<file path="config.mk">
export PLATFORM = sky130hd
export DESIGN_NAME = vectored_interrupt_controller
export DESIGN_NICKNAME = d
export VERILOG_FILES = /design/src/vic_pkg.sv /design/src/vectored_interrupt_controller.sv
export SDC_FILE = /design/constraint.sdc
export NUM_CORES = 2
export LEC_CHECK = 0
export ABC_AREA = 0
export BUFFER_PORTS_ARGS = -buffer_cell sky130_fd_sc_hd__buf_2
export CORE_MARGIN = 2
export CORE_UTILIZATION = 45
export DETAILED_ROUTE_END_ITERATION = 6
export GPL_TIMING_DRIVEN = 0
export PLACE_DENSITY_LB_ADDON = 0.08
export SYNTH_ARGS = -nofsm -noshare
export SYNTH_HDL_FRONTEND = slang
export SYNTH_SLANG_ARGS = --single-unit
export TNS_END_PERCENT = 20
</file>
<file path="constraint.sdc">
create_clock -name clk -period 105.4 [get_ports clk]
set_input_delay 15.81 -clock clk [delete_from_list [all_inputs] [get_ports clk]]
set_output_delay 15.81 -clock clk [all_outputs]
set_load 0.01 [all_outputs]
</file>
<file path="src/vic_pkg.sv">
package vic_pkg;
   // Source counts
   localparam int NUM_IRQ  = 118;
   localparam int NUM_TRAP = 8;
   localparam int NUM_VEC  = 126;
   // Trap levels sit above every user level
   localparam int TRAP_TOP = 15;
   // Vector address map
   localparam logic [23:0] PRIMARY_BASE = 24'h000004;
   localparam logic [23:0] ALT_OFFSET   = 24'h000100;
   // Request slots with nothing behind them
   localparam logic [117:0] IRQ_RSVD = (118'h1 << 15) | (118'h1 << 18)
      | (118'h1 << 45) | (118'h3 << 57) | (118'h7 << 62) | (118'h1 << 67)
      | ({118{1'b1}} << 72);
   localparam logic [117:0] IRQ_IMPL  = ~IRQ_RSVD;
   // Oscillator, address, stack, math, DMA traps
   localparam logic [7:0]   TRAP_IMPL = 8'h3e;
   // Register byte offsets
   localparam int ADDR_W = 12;
   localparam logic [11:0] OFS_CTRL1  = 12'h000;
   localparam logic [11:0] OFS_CTRL2  = 12'h004;
   localparam logic [11:0] OFS_LEVEL  = 12'h008;
   localparam logic [11:0] OFS_PEND   = 12'h00c;
   localparam logic [11:0] OFS_FLAG   = 12'h010;
   localparam logic [11:0] OFS_ENABLE = 12'h020;
   localparam logic [11:0] OFS_PRIO   = 12'h040;
   localparam logic [3:0]  PRIO_WORDS = 4'hf;
   // Field positions
   localparam int ALT_BIT      = 15;
   localparam int PEND_LVL_LSB = 8;
   // Reset values
   localparam logic [3:0] LEVEL_RESET = 4'h0;
   localparam logic [2:0] PRIO_RESET  = 3'h0;
endpackage

</file>
<file path="src/vectored_interrupt_controller.sv">
// Design decisions made here: the register offsets and the APB interface to the registers.
`timescale 1ns/1ps
// Behaviour
// - All requests merge into one CPU request
// - Up to eight trap sources beside interrupts
// - Seven software-assignable user priority levels
// - Primary table at 0x4, two units apart
// - 126 vectors: 8 traps, 118 interrupts
// - Each vector is a 24-bit address
// - Lower vector position wins natural priority
// - Equal levels resolve by fixed natural order
// - 63 sources and five traps implemented
// - Alternate select bit redirects every vector
// - Alternate entry sits 0x100 above primary
// - Request number is vector minus eight
// - Requests 15, 18, 45 are reserved
// - Reset is no exception, no vector
// - Reset clears registers, execution restarts zero
// - Entry latency fixed for every source
// - Sources set flags, only software clears
// - Three-bit priority field per source
// - Latch winning vector and new level
// - Top CPU level bit read-only
module vectored_interrupt_controller (
   input  wire logic                          clk,
   input  wire logic                          reset,
   input  wire logic [vic_pkg::ADDR_W-1:0]    paddr,
   input  wire logic                          psel,
   input  wire logic                          penable,
   input  wire logic                          pwrite,
   input  wire logic [31:0]                   pwdata,
   input  wire logic [3:0]                    pstrb,
   output logic      [31:0]                   prdata,
   output logic                               pready,
   output logic                               pslverr,
   input  wire logic [vic_pkg::NUM_IRQ-1:0]   irqIn,
   input  wire logic [vic_pkg::NUM_TRAP-1:0]  trapIn,
   input  wire logic                          cpuAck,
   input  wire logic                          cpuReturn,
   input  wire logic [3:0]                    returnLevel,
   output logic                               irqReq,
   output logic      [6:0]                    irqVector,
   output logic      [3:0]                    irqLevel,
   output logic      [23:0]                   vectorAddr
);
   import vic_pkg::*;

   // Byte lanes to bit mask
   function automatic logic [31:0] laneMask(input logic [3:0] s);
      laneMask = {{8{s[3]}}, {8{s[2]}}, {8{s[1]}}, {8{s[0]}}};
   endfunction

   // APB phase decode
   wire        wrEn    = psel & penable & pwrite;
   wire        setup   = psel & ~penable;
   wire [31:0] wMask   = laneMask(pstrb);
   wire [1:0]  fWord   = paddr[3:2];
   wire [3:0]  pWord   = paddr[5:2];
   wire        alignOk = paddr[1:0] == 2'h0;

   // Register hits
   wire hitCtrl1 = paddr == OFS_CTRL1;
   wire hitCtrl2 = paddr == OFS_CTRL2;
   wire hitLevel = paddr == OFS_LEVEL;
   wire hitPend  = paddr == OFS_PEND;
   wire hitFlag  = alignOk && paddr[11:4] == OFS_FLAG[11:4];
   wire hitEn    = alignOk && paddr[11:4] == OFS_ENABLE[11:4];
   // Last priority word only partly used
   wire hitPrio  = alignOk && paddr[11:6] == OFS_PRIO[11:6]
                   && pWord < PRIO_WORDS;
   wire mapped   = hitCtrl1 | hitCtrl2 | hitLevel | hitPend
                   | hitFlag | hitEn | hitPrio;

   // Per-source state
   logic [NUM_IRQ-1:0]  flagQ;
   logic [NUM_IRQ-1:0]  enableQ;
   logic [2:0]          prioQ [NUM_IRQ];
   // Trap flags, alternate select, CPU level
   logic [NUM_TRAP-1:0] trapFlagQ;
   logic                altSelQ;
   logic [3:0]          levelQ;
   // Latched winner
   logic                reqQ;
   logic [6:0]          pendVecQ;
   logic [3:0]          pendLvlQ;
   logic [23:0]         vecAddrQ;
   // Bus answer
   logic [31:0]         prdataQ;
   logic                errQ;

   // Per-source flag, enable and priority
   for (genvar s = 0; s < NUM_IRQ; s++) begin : g_src
      localparam logic [1:0] W = 2'(s / 32);
      localparam int         B = s % 32;
      localparam logic [3:0] P = 4'(s / 8);
      localparam int         N = (s % 8) * 4;
      // Write-one-to-clear of this flag
      wire clr   = wrEn && hitFlag && fWord == W && pwdata[B] && pstrb[B / 8];
      wire enWr  = wrEn && hitEn && fWord == W && pstrb[B / 8];
      wire priWr = wrEn && hitPrio && pWord == P && pstrb[N / 8];
      always_ff @(posedge clk or posedge reset) begin
         if (reset) begin
            flagQ[s]   <= 1'b0;
            enableQ[s] <= 1'b0;
            prioQ[s]   <= PRIO_RESET;
         end else begin
            flagQ[s] <= IRQ_IMPL[s] & (irqIn[s] | (flagQ[s] & ~clr));
            if (enWr) begin
               enableQ[s] <= pwdata[B] & IRQ_IMPL[s];
            end
            if (priWr) begin
               prioQ[s] <= pwdata[N +: 3];
            end
         end
      end
   end

   // Read views padded to whole words
   wire [127:0] flagPad = {{(128 - NUM_IRQ){1'b0}}, flagQ};
   wire [127:0] enPad   = {{(128 - NUM_IRQ){1'b0}}, enableQ};
   logic [511:0] prioFlat;
   for (genvar s = 0; s < 128; s++) begin : g_prd
      if (s < NUM_IRQ) begin : g_used
         assign prioFlat[s * 4 +: 4] = {1'b0, prioQ[s]};
      end else begin : g_pad
         assign prioFlat[s * 4 +: 4] = 4'h0;
      end
   end

   // Trap clear mask from control word one
   wire [7:0] trapClr = (wrEn && hitCtrl1) ? (pwdata[7:0] & wMask[7:0]) : 8'h0;

   // Trap flags and alternate select
   always_ff @(posedge clk or posedge reset) begin
      if (reset) begin
         trapFlagQ <= '0;
         altSelQ   <= 1'b0;
      end else begin
         trapFlagQ <= TRAP_IMPL & (trapIn | (trapFlagQ & ~trapClr));
         if (wrEn && hitCtrl2 && pstrb[1]) begin
            altSelQ <= pwdata[ALT_BIT];
         end
      end
   end

   // CPU level: entry beats return beats software
   always_ff @(posedge clk or posedge reset) begin
      if (reset) begin
         levelQ <= LEVEL_RESET;
      end else if (cpuAck && reqQ) begin
         levelQ <= pendLvlQ;
      end else if (cpuReturn) begin
         levelQ <= returnLevel;
      end else if (wrEn && hitLevel && pstrb[0]) begin
         // software reaches low three bits only
         levelQ[2:0] <= pwdata[2:0];
      end
   end

   // Candidate table in vector order
   logic [NUM_VEC-1:0] vecAct;
   logic [3:0]         vecLvl [NUM_VEC];
   // eight traps ahead of user vectors
   for (genvar v = 0; v < NUM_VEC; v++) begin : g_vec
      if (v < NUM_TRAP) begin : g_trap
         assign vecAct[v] = trapFlagQ[v];
         assign vecLvl[v] = 4'(TRAP_TOP - v);
      end else begin : g_user
         // request number is vector minus eight
         assign vecAct[v] = flagQ[v - NUM_TRAP] & enableQ[v - NUM_TRAP];
         assign vecLvl[v] = {1'b0, prioQ[v - NUM_TRAP]};
      end
   end

   // Arbiter over all vectors
   logic [3:0] bestLvl;
   logic [6:0] bestVec;
   always_comb begin
      bestLvl = 4'h0;
      bestVec = 7'h0;
      // scan downward so lower vectors win
      for (int v = NUM_VEC - 1; v >= 0; v--) begin
         if (vecAct[v] && vecLvl[v] > levelQ && vecLvl[v] >= bestLvl) begin
            bestLvl = vecLvl[v];
            bestVec = 7'(v);
         end
      end
   end
   // Level zero can never exceed the CPU level
   wire found = bestLvl != 4'h0;

   wire [23:0] altAdd   = altSelQ ? ALT_OFFSET : 24'h0;
   wire [23:0] vecAddrD = PRIMARY_BASE + {16'h0, bestVec, 1'b0} + altAdd;

   // Winner latch, one cycle for every source
   always_ff @(posedge clk or posedge reset) begin
      if (reset) begin
         reqQ     <= 1'b0;
         pendVecQ <= 7'h0;
         pendLvlQ <= 4'h0;
         vecAddrQ <= 24'h0;
      end else begin
         reqQ     <= found;
         pendVecQ <= bestVec;
         pendLvlQ <= bestLvl;
         vecAddrQ <= vecAddrD;
      end
   end

   assign irqReq     = reqQ;
   assign irqVector  = pendVecQ;
   assign irqLevel   = pendLvlQ;
   assign vectorAddr = vecAddrQ;

   // Read mux; bus state is read at setup
   wire [31:0] rdData =
      hitCtrl1 ? {24'h0, trapFlagQ} :
      hitCtrl2 ? {16'h0, altSelQ, 15'h0} :
      hitLevel ? {28'h0, levelQ} :
      hitPend  ? {20'h0, pendLvlQ, 1'b0, pendVecQ} :
      hitFlag  ? flagPad[fWord * 32 +: 32] :
      hitEn    ? enPad[fWord * 32 +: 32] :
      hitPrio  ? prioFlat[pWord * 32 +: 32] : 32'h0;

   // Capture answer in setup so access has no wait
   always_ff @(posedge clk or posedge reset) begin
      if (reset) begin
         prdataQ <= 32'h0;
         errQ    <= 1'b0;
      end else if (setup) begin
         prdataQ <= rdData;
         errQ    <= ~mapped;
      end
   end

   // Always ready; error only in access phase
   assign pready  = 1'b1;
   assign pslverr = psel & penable & errQ;
   assign prdata  = prdataQ;
endmodule // vectored_interrupt_controller

</file>
== Word-level counts from Yosys, hierarchy flattened ==
Cells that the tools add are included.
Operators by class
  $add $sub $neg: 2
  $lt $le $gt $ge: 137
  eq/ne operators: 22
  shift operators: 3
  mux-type cells: 149
  bitwise operators: 268
  reductions and logical operators: 371
Operator list (count)
  $shiftx 512x10->32: 1
  $mux 7: 68
  $logic_and 1x1->1: 364
  $mux 4: 68
  $shiftx 128x8->32: 2
  $gt 3x4->1: 63
  $ge 3x4->1: 62
  $mux 32: 7
  $and 1x1->1: 130
  $or 1x1->1: 69
  $not 1->1: 65
  $eq 4x4->1 const B: 7
  $eq 12x4->1 const B: 2
  $ge 4x4->1 const A: 5
  $gt 4x4->1 const A: 5
  $eq 4x3->1 const B: 4
  $and 6x6->6: 2
  $eq 12x3->1 const B: 1
  $logic_not 12->1: 1
  $add 9x9->10: 1
  $add 3x8->9 const A: 1
  $mux 3: 3
  $mux 9: 1
  $eq 4x2->1 const B: 2
  other kinds (17): 18
Storage, ports and cells
  register bits: 545
  bits of input ports: 185
  logic and storage cells: 1206

== Logic depth before layout (Yosys ltp) ==
  depth in word-level cells: 207
  gate-level depth with buffers: 445
  depth with buffers taken out: 444

== Worst setup path after synthesis ==
OpenSTA, ideal clock, no wires.
  kind: register to register
  from: register levelQ[2]
  to: register vecAddrQ[6] (netlist: vectorAddr[6])
  arrival time: 83.655 ns
  required time: 105.323 ns
  setup slack: 21.668 ns
  stages on the path, launching flop included: 431
  path buffers: 1
  period minus slack after synthesis: 83.732 ns
  cells stage by stage: dfrtp_1 > inv_1 > ha_1 > a311oi_4 > nand2_2 > nor2_1 > ha_1 > nor2_1 > a21oi_1 > o221ai_1 > o21ai_0 > ha_1 > nand2b_1 > maj3_1 > nand2_1 > o21ai_0 > o21a_1 > o21ai_0 > [395 not listed] > a31oi_1 > o31a_1 > ha_1 > nand2b_1 > a21oi_1 > nor2b_1 > o221ai_1 > nand2_1 > nor2_1 > or2_2 > o41a_1 > nand2_1 > inv_1 > ha_1 > inv_1 > o21ai_0 > nand2_1 > a21oi_1
Between the ends
  longest elaborated chain between the ends: 207
RTL lines
  start: declaration: RTL line vectored_interrupt_controller.sv:81  | logic [3:0] levelQ;
  start signal: assignment: RTL line vectored_interrupt_controller.sv:151  | levelQ <= pendLvlQ;
  start signal: assignment: RTL line vectored_interrupt_controller.sv:153  | levelQ <= returnLevel;
  start signal: assignment: RTL line vectored_interrupt_controller.sv:156  | levelQ[2:0] <= pwdata[2:0];
  $gt 3x4->1: RTL line vectored_interrupt_controller.sv:183  | if (vecAct[v] && vecLvl[v] > levelQ && vecLvl[v] >= bestLvl) begin
  $logic_and 1x1->1 (2 in a row): RTL line vectored_interrupt_controller.sv:183
  $mux 3: RTL line vectored_interrupt_controller.sv:183
  $ge 3x4->1: RTL line vectored_interrupt_controller.sv:183
  $logic_and 1x1->1: RTL line vectored_interrupt_controller.sv:183
  $mux 4: RTL line vectored_interrupt_controller.sv:183
  $ge 3x4->1: RTL line vectored_interrupt_controller.sv:183
  $logic_and 1x1->1: RTL line vectored_interrupt_controller.sv:183
  [192 not listed]
  $mux 4: RTL line vectored_interrupt_controller.sv:183
  $ge 4x4->1: RTL line vectored_interrupt_controller.sv:183
  $logic_and 1x1->1: RTL line vectored_interrupt_controller.sv:183
  $mux 7 *: RTL line vectored_interrupt_controller.sv:183
  named net bestVec[1]: RTL line vectored_interrupt_controller.sv:177  | logic [6:0] bestVec;
  $add 3x8->9 *: RTL line vectored_interrupt_controller.sv:193  | wire [23:0] vecAddrD = PRIMARY_BASE + {16'h0, bestVec, 1'b0} + altAdd;
  $add 9x9->10 *: RTL line vectored_interrupt_controller.sv:193
  named net vecAddrD[6]: RTL line vectored_interrupt_controller.sv:193
  end signal: assignment: RTL line vectored_interrupt_controller.sv:206  | vecAddrQ <= vecAddrD;
  end: declaration: RTL line vectored_interrupt_controller.sv:86  | logic [23:0] vecAddrQ;
The timed path passes the listed nets; every way through them passes the cells marked *.
A chain may end at the register's enable or synchronous reset.

== Worst setup path after layout ==
Same ends and word-level chain as after synthesis.

==> impl_metrics.tcl <==
set metrics [dict create \
    totalNegativeSetupSlack_ns 0 \
    tritoncts_clock_tree "done" \
    final_min_period_over_clock_period 0.922 \
    hold_path_depth 2 \
    drt_iter0_markers 3569 \
    chipWidth_um 297 \
    numClockSinks 543 \
    reg2reg_depth 433 \
    detailedRoute.firstPassIterationCount 6 \
    synth_async_sr_flop_share 1.00 \
    timing.critical_path.slowest_cell_delay_ns 0.66 \
    yosysTopAreaCellShare 0.353 \
    gp_routability_congestion 0.976 \
    post-route-drc-count 0 \
    floorplan.die.height_um 297 \
    ys.flop_type "sky130_fd_sc_hd__dfrtp_1" \
    synth_top_area_cell "sky130_fd_sc_hd__dfrtp_1" \
    hold-path-endpoint "prdata[28]" \
    wl_mm 161 \
    wl_per_cell_um 30.3 \
    start_util 0.453 \
    rsz_0062_raised_after_global_routing "false" \
    cp_max_fanout 33 \
    worst_setup_path_start_kind "flop" \
    track_usage 0.364 \
    vdd.ir_drop.worst_mv 0.0112 \
    holdBufCountCts 0 \
    worst-slew-pin-transition_ns 1.55 \
    r2r_end "vectorAddr[6]" \
    clock-root-buffer "sky130_fd_sc_hd__clkbuf_16" \
    max_clock_freq_ghz 0.0103 \
    grt_pass1_vias 31200 \
    grt.overflow.total 0 \
    post_synth_instance_area_sq_um 38500 \
    status "finished, violations left" \
    ys_seq_elements 543 \
    synth_area_leaders "sky130_fd_sc_hd__dfrtp_1 35%, sky130_fd_sc_hd__mux2_2 13%, sky130_fd_sc_hd__ha_1 9.0%" \
    yosys_warnings 0 \
    cts_h_tree_depth 3 \
    critical_path_required_ns 105.92 \
    timing.final.hold_violations 0 \
    placementRows 107 \
    number_of_antenna_violations_at_the_first_check_in_global_routing 18 \
    maxCapViolCount 2 \
    maximum_number_of_pins_on_one_net_before_global_route_repair 117 \
    cts_post_setup_buffers_inserted 0 \
    synth_enable_flop_cells 0 \
    io_pins 255 \
    final_critical_path_setup_slack_ns 8.18 \
    cp_common_cell "sky130_fd_sc_hd__ha_1" \
    max_slew_violation_total_from_the_final_report 13 \
    die_area_sq_um 88000 \
    ant_nets 0 \
    worstSetupPathDepth 433 \
    syn2layout_area_growth_pct 12.3 \
    timing.hold.ws_ns 0.487 \
    via_count 34000 \
    final.min_clock_period_ns 97.22 \
    timing.clock.skew_ns 0.0300 \
    register_to_register_setup_slack_ns 8.18 \
    worstHoldStart "prdata[28]" \
    viasPerCell 6.40 \
    critical-path-slowest-cell "sky130_fd_sc_hd__o221ai_1" \
    max_slew_margin -0.0354 \
    dpl_worst_slack_ns 9.74 \
    syn_inst 3857 \
    min-delay-path-class "reg2reg" \
    worst_r2r_startpoint "levelQ[2]" \
    synth_sequential_area_ratio 0.353 \
    nets 4572 \
    synth_area_per_cell_sq_um 9.99 \
    power.density_nw_per_um2 11.9 \
    path_clk_slew_ns 0.06 \
    totalPowerFinal_w 0.000514 \
    dp.final_hpwl_mm 127 \
    grt_first_pass_wirelength_mm 228 \
    core_region_area_sq_um 85000 \
    cpLargestDelayFamily "compound AO/OA/AOI/OAI gates" \
    postCtsResizedCells 0 \
    crit_arrival_ns 97.73 \
    critical_path.endpoint_type "flop" \
    portBuffers 159 \
    cts_inserted_buffers 66 \
    critical_path_start_end_classification "reg2reg" \
    clockBufferDepth 3 \
    finalSetupViolations 0 \
    worstSkewPairLatency_ns 0.64 \
    ys_types 114 \
    layout-drive-gt1-share 0.221 \
    layout.cells.non_filler 5307 \
    power_leakage_nw 19.9 \
    failed_checks "capacitance limit, slew limit" \
    timing.critical_path.buf_inv 16 \
    dp_cells 5186 \
]
-- layout make-up --
cell class                      count  area [sq um]
Buffer                            158           687
Timing Repair Buffer              170          1070
Fill cell                        7948         41700
Sequential cell                   543         13600
Multi-Input combinational cell   2967         23500
Inverter                          204           782
Clock buffer                       93          1890
Clock inverter                     24           274
Tap cell                         1144          1430
Antenna cell                        4          10.0
-- worst min-delay path, cell delays in order, from the launching register on --
cell                      delay [ns]
sky130_fd_sc_hd__dfrtp_1        0.34
sky130_fd_sc_hd__nand2_1        0.05
sky130_fd_sc_hd__o21ai_0        0.06
-- layer usage --
metal  global-route usage  up-vias  routed length, um  part of all wire
met2                0.547     1647              69400              0.43
met1                0.506    17000              67500              0.42
met4                0.169       14               9030             0.056
met5                    0        -                 83           0.00052
li1                     -    14900                  -                 -
met3               0.0711      352              14900             0.093
-- power breakdown --
| part | internal [W] | switching, W |
|---|---|---|
| clock network | 0.000132 | 0.0000999 |
| logic | 0.0000228 | 0.0000455 |
| registers | 0.000210 | 0.00000371 |
| total | 0.000365 | 0.000149 |
-- stage by stage --
| step | utilization | area (sq um) |
|---|---|---|
| after floorplan | - | 38600 |
| after global placement | 0.480 | 40800 |
| after detailed placement | 0.483 | 41100 |
| after CTS | 0.509 | 43300 |
| after global routing | 0.509 | 43300 |
| final | 0.509 | 43300 |
-- synthesized netlist by cell type (14+ instances only) --
master and count:
sky130_fd_sc_hd__dfrtp_1 543, sky130_fd_sc_hd__mux2_2 438, sky130_fd_sc_hd__nand2_1 397, sky130_fd_sc_hd__ha_1 277, sky130_fd_sc_hd__inv_1 200, sky130_fd_sc_hd__a21oi_1 199, sky130_fd_sc_hd__nor2_1 169, sky130_fd_sc_hd__o21ai_0 168
sky130_fd_sc_hd__a21o_1 144, sky130_fd_sc_hd__nand3_1 129, sky130_fd_sc_hd__clkbuf_1 121, sky130_fd_sc_hd__mux4_2 96, sky130_fd_sc_hd__nand2b_1 67, sky130_fd_sc_hd__and2_1 66, sky130_fd_sc_hd__and3_1 63, sky130_fd_sc_hd__mux2i_1 47
sky130_fd_sc_hd__maj3_1 43, sky130_fd_sc_hd__nor4_1 39, sky130_fd_sc_hd__nor2b_1 37, sky130_fd_sc_hd__nor3_1 37, sky130_fd_sc_hd__o21a_1 35, sky130_fd_sc_hd__a31oi_1 33, sky130_fd_sc_hd__o31ai_1 31, sky130_fd_sc_hd__o211ai_1 30
sky130_fd_sc_hd__a22oi_1 29, sky130_fd_sc_hd__a311oi_1 26, sky130_fd_sc_hd__o22ai_1 25, sky130_fd_sc_hd__nand4_1 21, sky130_fd_sc_hd__a211oi_1 18, sky130_fd_sc_hd__buf_4 17, sky130_fd_sc_hd__buf_1 15, sky130_fd_sc_hd__or2_2 15
sky130_fd_sc_hd__or3_1 14
-- sequential cells by signal (all words and copies together) (netlist names) --
| signal | flops |
|---|---|
| flagPad | 63 |
| irqVector | 7 |
| altSelQ | 1 |
| trapFlagQ | 5 |
| enPad | 63 |
| prdata | 32 |
| vectorAddr | 8 |
| errQ | 1 |
| irqReq | 1 |
| irqLevel | 4 |
| levelQ | 4 |
| prioFlat | 354 |
-- kinds of logic after synthesis --
kind of cell	after synthesis	synth area share
adder cells (fa/ha/maj)	321	0.101
multiplexers	583	0.197
AO/OA/AOI/OAI	953	0.173
other	2	0.000195
XOR/XNOR	3	0.000682
buffers and inverters	362	0.0377
AND/OR/NAND/NOR	1090	0.137
flip-flops	543	0.353
-- worst max-delay path by stage --
stage               endpoint  slack, ns      start
2_1_floorplan  vectorAddr[6]      21.67  levelQ[2]
3_3_place_gp   vectorAddr[6]       7.89  levelQ[1]
3_5_place_dp   vectorAddr[6]       9.74  levelQ[2]
4_1_cts        vectorAddr[6]       9.25  levelQ[2]
5_1_grt        vectorAddr[6]       1.55  levelQ[2]
6_report       vectorAddr[6]       8.18  levelQ[2]
-- layout by cell type, fill, tap and decap left out, types with 29 or more instances in the layout --
| cell type | count |
|---|---|
| sky130_fd_sc_hd__o211ai_1 | 30 |
| sky130_fd_sc_hd__a31oi_1 | 33 |
| sky130_fd_sc_hd__o31ai_1 | 31 |
| sky130_fd_sc_hd__and3_1 | 63 |
| sky130_fd_sc_hd__and2_1 | 66 |
| sky130_fd_sc_hd__maj3_1 | 43 |
| sky130_fd_sc_hd__dfrtp_1 | 542 |
| sky130_fd_sc_hd__nand2b_1 | 67 |
| sky130_fd_sc_hd__clkbuf_1 | 132 |
| sky130_fd_sc_hd__nor3_1 | 37 |
| sky130_fd_sc_hd__mux2_2 | 438 |
| sky130_fd_sc_hd__nand3_1 | 129 |
| sky130_fd_sc_hd__mux2i_1 | 47 |
| sky130_fd_sc_hd__mux4_2 | 96 |
| sky130_fd_sc_hd__clkbuf_16 | 66 |
| sky130_fd_sc_hd__inv_1 | 197 |
| sky130_fd_sc_hd__nor2b_1 | 37 |
| sky130_fd_sc_hd__o21ai_0 | 168 |
| sky130_fd_sc_hd__buf_2 | 163 |
| sky130_fd_sc_hd__o21a_1 | 35 |
| sky130_fd_sc_hd__a21o_1 | 144 |
| sky130_fd_sc_hd__a21oi_1 | 199 |
| sky130_fd_sc_hd__nand2_1 | 397 |
| sky130_fd_sc_hd__nor4_1 | 39 |
| sky130_fd_sc_hd__a22oi_1 | 29 |
| sky130_fd_sc_hd__ha_1 | 277 |
| sky130_fd_sc_hd__nor2_1 | 169 |
Power figures use the tool's default switching activity.
